## src/hdl/mrs_pkg.sv

```systemverilog
/*
 Shared constants, carrier types and helpers of the serial-line slave framer.
 Assumes one 250 MHz system clock; all times below are converted to cycles of it.
*/
package mrs_pkg;

   localparam int unsigned CLK_PERIOD_NS = 4;

   // Frame gap (3.5 characters of 11 bits) per line rate, in ns
   localparam int unsigned GAP_NS_1200  = 32083000;
   localparam int unsigned GAP_NS_2400  = 16042000;
   localparam int unsigned GAP_NS_4800  = 8021000;
   localparam int unsigned GAP_NS_9600  = 4010000;
   localparam int unsigned GAP_NS_19200 = 2005000;

   // Least times, so rounded up
   localparam int unsigned GAP_CYC_1200  = (GAP_NS_1200 + CLK_PERIOD_NS - 1) / CLK_PERIOD_NS;
   localparam int unsigned GAP_CYC_2400  = (GAP_NS_2400 + CLK_PERIOD_NS - 1) / CLK_PERIOD_NS;
   localparam int unsigned GAP_CYC_4800  = (GAP_NS_4800 + CLK_PERIOD_NS - 1) / CLK_PERIOD_NS;
   localparam int unsigned GAP_CYC_9600  = (GAP_NS_9600 + CLK_PERIOD_NS - 1) / CLK_PERIOD_NS;
   localparam int unsigned GAP_CYC_19200 = (GAP_NS_19200 + CLK_PERIOD_NS - 1) / CLK_PERIOD_NS;

   // Reply timeout standing in for one equipment scan cycle
   localparam int unsigned REPLY_TMO_NS  = 100000000;
   localparam int unsigned REPLY_TMO_CYC = REPLY_TMO_NS / CLK_PERIOD_NS;

   localparam int unsigned CNT_W      = 25;
   localparam int unsigned FIFO_DEPTH = 8;

   localparam logic [2:0] BAUD_SEL_FLOOR   = 3'h4;
   localparam logic [2:0] BAUD_SEL_MAX     = 3'h6;
   localparam logic [2:0] BAUD_SEL_DEFAULT = 3'h4;

   localparam logic [7:0] ADDR_BCAST = 8'h00;
   localparam logic [7:0] ADDR_P2P   = 8'h01;
   localparam logic [7:0] ADDR_MAX   = 8'hf7;

   localparam logic [7:0] FC_RD_COILS     = 8'h01;
   localparam logic [7:0] FC_RD_DISCRETE  = 8'h02;
   localparam logic [7:0] FC_RD_HOLDING   = 8'h03;
   localparam logic [7:0] FC_RD_INPUT     = 8'h04;
   localparam logic [7:0] FC_WR_COIL      = 8'h05;
   localparam logic [7:0] FC_WR_REG       = 8'h06;
   localparam logic [7:0] FC_WR_COILS     = 8'h0f;
   localparam logic [7:0] FC_WR_REGS      = 8'h10;
   localparam logic [7:0] FC_DEVICE_IDENT = 8'h2b;

   localparam logic [15:0] CRC_INIT    = 16'hffff;
   localparam logic [15:0] CRC_POLY    = 16'ha001;
   localparam logic [15:0] CRC_RESIDUE = 16'h0000;
   localparam logic [7:0]  MIN_FRAME   = 8'h04;

   typedef struct packed {
      logic [7:0] data;
      logic       last;
   } mrs_byte_t;

   typedef struct packed {
      logic ok;
      logic bcast;
      logic crc_bad;
      logic addr_miss;
      logic func_bad;
      logic rx_err;
   } mrs_verdict_t;

   typedef enum logic [2:0] {TX_IDLE, TX_WAIT, TX_BODY, TX_CRC_LO, TX_CRC_HI} mrs_tx_st_t;

   function automatic logic [15:0] mrs_crc_step(input logic [15:0] c, input logic [7:0] b);
      logic [15:0] r;
      r = c ^ {8'h00, b};
      for (int i = 0; i < 8; i++) begin
         r = r[0] ? ((r >> 1) ^ CRC_POLY) : (r >> 1);
      end
      return r;
   endfunction

   function automatic logic mrs_func_ok(input logic [7:0] f);
      return (f == FC_RD_COILS) || (f == FC_RD_DISCRETE) || (f == FC_RD_HOLDING) ||
             (f == FC_RD_INPUT) || (f == FC_WR_COIL) || (f == FC_WR_REG) ||
             (f == FC_WR_COILS) || (f == FC_WR_REGS) || (f == FC_DEVICE_IDENT);
   endfunction

endpackage

```

## src/hdl/mrs_framer.sv

```systemverilog
/*
 Serial-line slave framer: reply FIFO and the framer top.
 Assumes a byte UART beside it, inputs synchronous to ref_clk_i, one clock.
*/
// Contract
// RULE1 - One master, up to 247 slaves; the slave never transmits unasked.
// RULE2 - A reply is sent only for an accepted request from the master.
// RULE3 - Frame is address, function code, data bytes, two check bytes.
// RULE4 - The reply starts with the slave's own station address.
// RULE5 - Address 0 is broadcast: accepted by all, never answered.
// RULE6 - Second byte is the function code choosing the service.
// RULE7 - Data length and format follow the function code.
// RULE8 - The 16-bit check value goes low byte first, then high byte.
// RULE9 - Frames are delimited only by 3.5 character times of silence.
// RULE10 - After the gap the next byte is the address of a new frame.
// RULE11 - Gap elapsing after received bytes completes the frame for checking.
// RULE12 - An overlong gap inside a frame drops it and starts a new one.
// RULE13 - Above 19200 bit/s the gap stays at the 19200 bit/s value.
// RULE14 - Gap is 32.083, 16.042, 8.021, 4.010 ms at 1200..9600 bit/s.
// RULE15 - Function codes 01 and 02 are supported.
// RULE16 - Function codes 03 and 04 are supported.
// RULE17 - Function codes 05 and 06 are supported.
// RULE18 - Function codes 15 and 16 are supported.
// RULE19 - Function code 43, device identification, is supported.
// RULE20 - Reply starts after at least the gap, at most one scan cycle.
// RULE21 - Only binary framing is used; no character-coded mode.
// RULE22 - Address is configurable on the multidrop port, fixed 1 point-to-point.
// RULE23 - Rate setting 0..6 means 1200..57600 bit/s; default setting 4.
// RULE24 - Address 1..247 applies in slave mode only; ignored as master.
// RULE25 - Check value is CRC-16, reflected poly a001, start ffff.
// RULE26 - Bad check value or foreign address: discard silently, no reply.
`timescale 1ns/1ps
`default_nettype none

module mrs_fifo #(
   parameter int unsigned WIDTH = 9,
   parameter int unsigned DEPTH = 8
) (
   input  wire logic             ref_clk_i,
   input  wire logic             rst_i,
   input  wire logic             flush_i,
   input  wire logic             in_valid_i,
   input  wire logic [WIDTH-1:0] in_data_i,
   output logic                  in_ready_o,
   output logic                  out_valid_o,
   output logic [WIDTH-1:0]      out_data_o,
   input  wire logic             out_ready_i
);
   localparam int unsigned AW = $clog2(DEPTH);

   typedef struct packed {
      logic [DEPTH-1:0][WIDTH-1:0] mem;
      logic [AW-1:0]               wr;
      logic [AW-1:0]               rd;
      logic [AW:0]                 cnt;
   } mrs_fifo_st_t;

   mrs_fifo_st_t s_q, s_d;
   logic         push, pop;

   assign in_ready_o  = (s_q.cnt != (AW+1)'(DEPTH));
   assign out_valid_o = (s_q.cnt != '0);
   assign out_data_o  = s_q.mem[s_q.rd];
   assign push        = in_valid_i && in_ready_o;
   assign pop         = out_valid_o && out_ready_i;

   always_comb begin
      s_d = s_q;
      if (push) begin
         s_d.mem[s_q.wr] = in_data_i;
         s_d.wr          = (s_q.wr == AW'(DEPTH - 1)) ? '0 : s_q.wr + 1'b1;
      end
      if (pop) begin
         s_d.rd = (s_q.rd == AW'(DEPTH - 1)) ? '0 : s_q.rd + 1'b1;
      end
      s_d.cnt = s_q.cnt + (AW+1)'(push) - (AW+1)'(pop);
      if (flush_i) begin
         s_d.wr  = '0;
         s_d.rd  = '0;
         s_d.cnt = '0;
      end
   end

   always_ff @(posedge ref_clk_i) begin
      if (rst_i) begin
         s_q <= '0;
      end else begin
         s_q <= s_d;
      end
   end
endmodule

module mrs_framer
   import mrs_pkg::*;
#(
   parameter int unsigned GAP_CYC [5] = '{GAP_CYC_1200, GAP_CYC_2400, GAP_CYC_4800,
                                          GAP_CYC_9600, GAP_CYC_19200},
   parameter int unsigned TMO_CYC     = REPLY_TMO_CYC,
   parameter int unsigned DEPTH       = FIFO_DEPTH
) (
   input  wire logic         ref_clk_i,
   input  wire logic         rst_i,
   input  wire logic [2:0]   baud_sel_i,
   input  wire logic [7:0]   slave_addr_i,
   input  wire logic         p2p_port_i,
   input  wire logic         master_mode_i,
   input  wire logic         rx_valid_i,
   input  wire logic [7:0]   rx_data_i,
   input  wire logic         rx_err_i,
   output logic              out_valid_o,
   output logic [7:0]        out_data_o,
   output logic              out_first_o,
   output logic              frame_done_o,
   output mrs_pkg::mrs_verdict_t verdict_o,
   input  wire logic         reply_valid_i,
   input  wire mrs_pkg::mrs_byte_t reply_data_i,
   output logic              reply_ready_o,
   output logic              reply_drop_o,
   output logic              tx_valid_o,
   output logic [7:0]        tx_data_o,
   input  wire logic         tx_ready_i,
   output logic              tx_busy_o
);
   import mrs_pkg::*;

   typedef struct packed {
      logic [CNT_W-1:0] idle;
      logic             in_frame;
      logic [7:0]       nbytes;
      logic [7:0]       addr;
      logic [7:0]       func;
      logic [15:0]      rx_crc;
      logic             err;
      logic             out_valid;
      logic [7:0]       out_data;
      logic             out_first;
      logic             done;
      mrs_verdict_t     verdict;
      logic             pend;
      mrs_tx_st_t       st;
      logic [CNT_W-1:0] tmo;
      logic [15:0]      tx_crc;
      logic             tx_valid;
      logic [7:0]       tx_data;
      logic             drop;
   } mrs_st_t;

   mrs_st_t          s_q, s_d;
   logic [CNT_W-1:0] gap_cyc;
   logic [2:0]       sel;
   logic [7:0]       own_addr;
   logic             gap_hit, load, fifo_in_rdy, fifo_v, fifo_pop, flush;
   mrs_byte_t        fifo_out;

   // Out-of-range settings fall back to the default rate
   assign sel = (baud_sel_i > BAUD_SEL_MAX) ? BAUD_SEL_DEFAULT : baud_sel_i; // [RULE23]
   // Faster rates share the 19200 bit/s gap [RULE13] [RULE14]
   assign gap_cyc = CNT_W'((sel >= BAUD_SEL_FLOOR) ? GAP_CYC[BAUD_SEL_FLOOR] : GAP_CYC[sel]);
   assign own_addr = p2p_port_i ? ADDR_P2P : slave_addr_i; // [RULE22]
   // Silence alone delimits frames; no byte value is special [RULE9] [RULE21]
   assign gap_hit = (s_q.idle >= gap_cyc);
   assign load    = !s_q.tx_valid || tx_ready_i;
   assign fifo_pop = (s_q.st == TX_BODY) && load;
   assign flush    = s_q.drop;
   // Reply bytes are refused unless a request is awaiting its answer [RULE2]
   assign reply_ready_o = fifo_in_rdy && s_q.pend && (s_q.st != TX_IDLE);

   mrs_fifo #(
      .WIDTH ($bits(mrs_byte_t)),
      .DEPTH (DEPTH)
   ) mrs_fifo_i (
      .ref_clk_i   (ref_clk_i),
      .rst_i       (rst_i),
      .flush_i     (flush),
      .in_valid_i  (reply_valid_i && s_q.pend && (s_q.st != TX_IDLE)),
      .in_data_i   (reply_data_i),
      .in_ready_o  (fifo_in_rdy),
      .out_valid_o (fifo_v),
      .out_data_o  (fifo_out),
      .out_ready_i (fifo_pop)
   );

   always_comb begin
      logic        addr_ok;
      addr_ok = 1'b0;
      s_d = s_q;
      s_d.out_valid = 1'b0;
      s_d.done      = 1'b0;
      s_d.drop      = 1'b0;
      if (s_q.idle != '1) begin
         s_d.idle = s_q.idle + 1'b1;
      end
      // Gap after collected bytes closes the frame and issues a verdict [RULE11]
      if (s_q.in_frame && (s_q.idle == gap_cyc)) begin
         addr_ok = ((s_q.addr == own_addr) && (own_addr != ADDR_BCAST) &&
                    (own_addr <= ADDR_MAX)) || (s_q.addr == ADDR_BCAST);
         s_d.in_frame          = 1'b0;
         s_d.done              = 1'b1;
         s_d.verdict.bcast     = (s_q.addr == ADDR_BCAST); // [RULE5]
         // Residue is zero over a good frame with its check bytes [RULE25] [RULE3]
         s_d.verdict.crc_bad   = (s_q.rx_crc != CRC_RESIDUE) || (s_q.nbytes < MIN_FRAME);
         s_d.verdict.addr_miss = !addr_ok || master_mode_i; // [RULE24] [RULE26]
         // [RULE6] [RULE15] [RULE16] [RULE17] [RULE18] [RULE19]
         s_d.verdict.func_bad  = !mrs_func_ok(s_q.func);
         s_d.verdict.rx_err    = s_q.err;
         s_d.verdict.ok        = !s_d.verdict.crc_bad && !s_d.verdict.addr_miss &&
                                 !s_d.verdict.func_bad && !s_q.err;
         // Only an accepted, addressed request arms a reply [RULE2] [RULE5] [RULE26]
         if (s_d.verdict.ok && !s_d.verdict.bcast && (s_q.st == TX_IDLE)) begin
            s_d.pend = 1'b1;
         end
      end
      if (rx_valid_i) begin
         s_d.idle      = '0;
         s_d.out_valid = 1'b1;
         s_d.out_data  = rx_data_i;
         // After silence, or with none open, the byte starts a new frame [RULE10] [RULE12]
         if (!s_q.in_frame || gap_hit) begin
            s_d.in_frame  = 1'b1;
            s_d.out_first = 1'b1;
            s_d.nbytes    = 8'h01;
            s_d.addr      = rx_data_i;
            s_d.rx_crc    = mrs_crc_step(CRC_INIT, rx_data_i);
            s_d.err       = rx_err_i;
         end else begin
            s_d.out_first = 1'b0;
            if (s_q.nbytes == 8'h01) begin
               s_d.func = rx_data_i; // [RULE6]
            end
            // Data length is free; the count only saturates [RULE7]
            if (s_q.nbytes != 8'hff) begin
               s_d.nbytes = s_q.nbytes + 1'b1;
            end
            s_d.rx_crc = mrs_crc_step(s_q.rx_crc, rx_data_i);
            s_d.err    = s_q.err || rx_err_i;
         end
      end
      if (load) begin
         s_d.tx_valid = 1'b0;
      end
      case (s_q.st)
         TX_IDLE: begin
            s_d.tmo = '0;
            if (s_q.pend) begin
               s_d.st = TX_WAIT;
            end
         end
         TX_WAIT: begin
            s_d.tmo = s_q.tmo + 1'b1;
            // Frame end already lies a full gap behind us [RULE20]
            if (fifo_v && load) begin
               s_d.tx_valid = 1'b1;
               s_d.tx_data  = own_addr; // [RULE4]
               s_d.tx_crc   = mrs_crc_step(CRC_INIT, own_addr);
               s_d.st       = TX_BODY;
            end else if (s_q.tmo == CNT_W'(TMO_CYC - 1)) begin
               // No answer within a scan cycle: give the request up [RULE20]
               s_d.pend = 1'b0;
               s_d.drop = 1'b1;
               s_d.st   = TX_IDLE;
            end
         end
         TX_BODY: begin
            // No timeout here: the user side owns the pace of the body
            if (fifo_v && load) begin
               s_d.tx_valid = 1'b1;
               s_d.tx_data  = fifo_out.data;
               s_d.tx_crc   = mrs_crc_step(s_q.tx_crc, fifo_out.data);
               if (fifo_out.last) begin
                  s_d.st = TX_CRC_LO;
               end
            end
         end
         TX_CRC_LO: begin
            if (load) begin
               s_d.tx_valid = 1'b1;
               s_d.tx_data  = s_q.tx_crc[7:0]; // [RULE8]
               s_d.st       = TX_CRC_HI;
            end
         end
         TX_CRC_HI: begin
            if (load) begin
               s_d.tx_valid = 1'b1;
               s_d.tx_data  = s_q.tx_crc[15:8]; // [RULE8]
               s_d.pend     = 1'b0;
               s_d.st       = TX_IDLE;
            end
         end
         default: begin
            s_d.st = TX_IDLE;
         end
      endcase
   end

   always_ff @(posedge ref_clk_i) begin
      if (rst_i) begin
         s_q      <= '0;
         s_q.idle <= '1;
         s_q.st   <= TX_IDLE;
      end else begin
         s_q <= s_d;
      end
   end

   assign out_valid_o  = s_q.out_valid;
   assign out_data_o   = s_q.out_data;
   assign out_first_o  = s_q.out_first;
   assign frame_done_o = s_q.done;
   assign verdict_o    = s_q.verdict;
   assign reply_drop_o = s_q.drop;
   // The transmitter only ever carries replies built here [RULE1]
   assign tx_valid_o   = s_q.tx_valid;
   assign tx_data_o    = s_q.tx_data;
   assign tx_busy_o    = (s_q.st != TX_IDLE) || s_q.tx_valid;
endmodule

`default_nettype wire

```

## config.mk

```make
export PLATFORM = sky130hd
export DESIGN_NAME = mrs_framer
export DESIGN_NICKNAME = d
export VERILOG_FILES = /design/src/hdl/mrs_pkg.sv /design/src/hdl/mrs_framer.sv
export SDC_FILE = /design/constraint.sdc
export NUM_CORES = 1
export LEC_CHECK = 0
export BUFFER_PORTS_ARGS = -buffer_cell sky130_fd_sc_hd__buf_2
export CAP_MARGIN = 0
export CORE_ASPECT_RATIO = 0.5
export CORE_MARGIN = 2
export CORE_UTILIZATION = 45
export DETAILED_ROUTE_END_ITERATION = 10
export PLACE_DENSITY = 0.6
export SLEW_MARGIN = 20
export SYNTH_ARGS = -nofsm -noshare
export SYNTH_HDL_FRONTEND = slang
export SYNTH_HIERARCHICAL = 1
export SYNTH_SLANG_ARGS = --single-unit
```

## constraint.sdc

```tcl
create_clock -name ref_clk_i -period 3.72 [get_ports ref_clk_i]
set_clock_uncertainty 0.05 [all_clocks]
set_input_delay 0 -clock ref_clk_i [delete_from_list [all_inputs] [get_ports ref_clk_i]]
set_output_delay 0 -clock ref_clk_i [all_outputs]
set_load 0.005 [all_outputs]
```

==> flow_summary.ini <==
[run_status]
status = complete, no violations

[synth]
synth_ff_type = dfxtp_1
ys_types = 75
synth_top_family_by_area = simple AND/OR/NAND/NOR gates
synth-adder-area-share_pct = 4.40
syn_area_um2 = 11800
synth_top_area_cell = dfxtp_1
synth_fp_nets = 1363
synth-seq-cells = 221
avgSynthCellArea_um2 = 9.21
yosysSeqAreaShare_pct = 37.4
synth_top_area_share_pct = 37.4
synth_cells = 1286
synth_xor_xnor_area_share_pct = 7.23
synth_compound_area_share_pct = 10.3
synth_simple_gate_area_share_pct = 21.6
synth_area_leaders = dfxtp_1, mux2i_1, nand2b_1
ys_async_sr_fraction_pct = 0
yosysWarnings = 6
synthMuxAreaShare_pct = 13.5
synth_edf_count = 0

[power_and_ir_drop]
total_power_uw = 5210
p_leak_uw = 0.00545
vdd_drop_max_mv = 0.276
pwr_density_cell_nw_per_um2 = 392
p_sw_uw = 1320
p_clk_share_pct = 43.0
seqPwrFrac_pct = 47.6
p_int_uw = 3890
power_frac_comb_pct = 9.4
switching_share_pct = 25.3

[grt]
grt_start_max_net_pins = 73
grt_overflow = 0
grt_usage_pct = 21.0
grt_antenna_before_repair = 0
grt_pass1_wl_um = 47200
grt_pass1_vias = 9145

[timing]
hold_viol_final = 0
max_freq_ghz = 0.302
finalCritPeriodShare_pct = 88.9
worst_slew_pin_slew_ps = 897
setup_tns_ps = 0
maxSlewHeadroom_pct = 40.1
grt_setup_unrepaired = no
setup_viol = 0
report.final.slew_viol_count = 0
period_needed_ps = 3310

[layout]
nNetsFinal = 1402
layout_common_cells = dfxtp_1, nor2_1, mux2i_1, nand2b_1, nand2_1
synthToLayoutAreaGrowth_pct = 12.4
final_common_cell = dfxtp_1
fillCellCount = 2343
drive_above_1_share_pct = 14.2
antennaDiodeCount = 0

[clocking]
cts_made_buffers = 22
cts_tree = done
clock-sinks = 221
clkLatencyLatePin_ps = 520
ctsResizeCount = 0
root_buffer = clkbuf_16
clkTransAtPathRegs_ps = 70
ctsLongestPathBuffers = 3
cts_max_level = 1

[floorplan]
die_x_um = 233
start_util_pct = 46.3
die-area_um2 = 27700
core.rowCount = 41
die_y_um = 119
fp.coreArea_um2 = 25500
ios = 65

[place]
port_buffers = 64
place.detailed.hpwl_um = 20000
place_congestion = 0.843

[setup_path]
path_max_fanout = 7
required_ps = 4110
cp_top_family = XOR/XNOR gates
r2r-end = s_q[10]
slowest_delay_ps = 550
cp_num_cells = 11
r2r-start = mrs_fifo_i/s_q[5]
critPathBufInv = 2
crit_chain = buf_4, mux4_2, mux2_2, xnor2_1, buf_4, xnor3_1, xnor3_1, xor2_1, xor2_1, nand2_1, a311oi_1
startpoint_type = register
endpoint_kind = register
cp.arrival_ps = 3690
r2r_cells = 11
crit_type = reg -> reg
rrSetupSlack_ps = 410
slowest_stage = dfxtp_1

[worst_hold_path]
hold_end = s_q[72]
min-delay-start = rx_err_i
hold_class = in -> reg
worstHoldPathCells = 4

[routing]
ant_nets = 0
wl_per_cell_um = 17.0
first_pass_iters = 5
drt_iter0_drc = 545
drc_errors = 0
wl_um = 28600
post_drt_via_cell_ratio = 5.51
via_count = 9285

[run]
maxCapViolations = 0
-- cells in the mapped netlist, types with 34 or more instances --
master    instances
mux2i_1         103
ha_1             40
o21ai_0          51
nor2_1          115
xnor2_1          55
a21oi_1          37
xor2_1           35
nand2_1          69
nand3_1          37
nand2b_1         89
nor3_1           34
dfxtp_1         221
clkbuf_1         56
-- per-stage QoR --
| stage | util [%] | setup slack [ps] | cells | instance area, um2 | hold slack [ps] |
|---|---|---|---|---|---|
| after floorplan | - | 412 | 1286 | 11800 | 93.9 |
| after global placement | 48.0 | 220 | 1613 | 12300 | 224 |
| after detailed placement | 48.0 | 32.9 | 1613 | 12300 | 231 |
| after CTS | 52.1 | 393 | 1685 | 13300 | 221 |
| after global routing | 52.1 | 215 | 1685 | 13300 | 269 |
| final | 52.1 | 412 | 1685 | 13300 | 247 |
-- worst max-delay path by stage --
stage / slack (ps) / start / end
after floorplan: 410 / baud_sel_i[0] / s_q[106]
after global placement: 220 / baud_sel_i[0] / s_q[54]
after detailed placement: 30 / baud_sel_i[0] / s_q[112]
after CTS: 390 / mrs_fifo_i/s_q[5] / s_q[10]
after global routing: 210 / mrs_fifo_i/s_q[5] / s_q[10]
final: 410 / mrs_fifo_i/s_q[5] / s_q[10]
-- registers in the layout, indices dropped and copies added (netlist names), 6 cells and up --
signal,count
verdict_o,6
tx_data_o,8
s_q,112
mrs_fifo_i/s_q,82
out_data_o,8
-- power by group through the flow --
| stage | clock network, uW | logic, uW | registers (uW) |
|---|---|---|---|
| 6_report | 2240 | 490 | 2480 |
| 2_1_floorplan | 0 | 355 | 2510 |
| 4_1_cts | 2300 | 491 | 2480 |
| 3_5_place_dp | 0 | 462 | 2530 |
| 3_3_place_gp | 0 | 452 | 2530 |
| 5_1_grt | 2420 | 547 | 2480 |
-- layer usage --
layer / GRT usage (%) / routed length (um) / share of wire, %
met4: 5.26 / 647 / 2.3
met1: 27.5 / 13100 / 46
met3: 3.74 / 1060 / 3.7
met5: 0 / 0 / 0
met2: 35.6 / 13800 / 48
-- logic make-up after synthesis --
kind of cell | count (synthesis)
xor+xnor | 93
mux | 135
fa+ha+maj | 41
buf+inv | 139
compound gates | 186
flops | 221
simple gates | 471
-- repair_timing --
action | in CTS | in global routing
buffers inserted | 0 | 0
hold buffers | 32 | 0
setup endpoints to repair | 0 | 0
endpoints found under the hold margin | 126 | 0
-- area by class of cell --
cell class	instances	area (um2)	area share, %
clock buffers	28	614	4.62
clock inverters	12	97.6	0.733
inverters	30	113	0.846
multi-input cells	926	6760	50.8
flip-flops and latches	221	4420	33.2
well taps	344	430	3.23
repair buffers	124	866	6.51
-- worst min-delay path: cells and delay by family --
kind / cells / cell delay, ps
simple gates: 1 / 80
compound gates: 1 / 70
buf+inv: 2 / 630
Power figures use the tool's default switching activity.
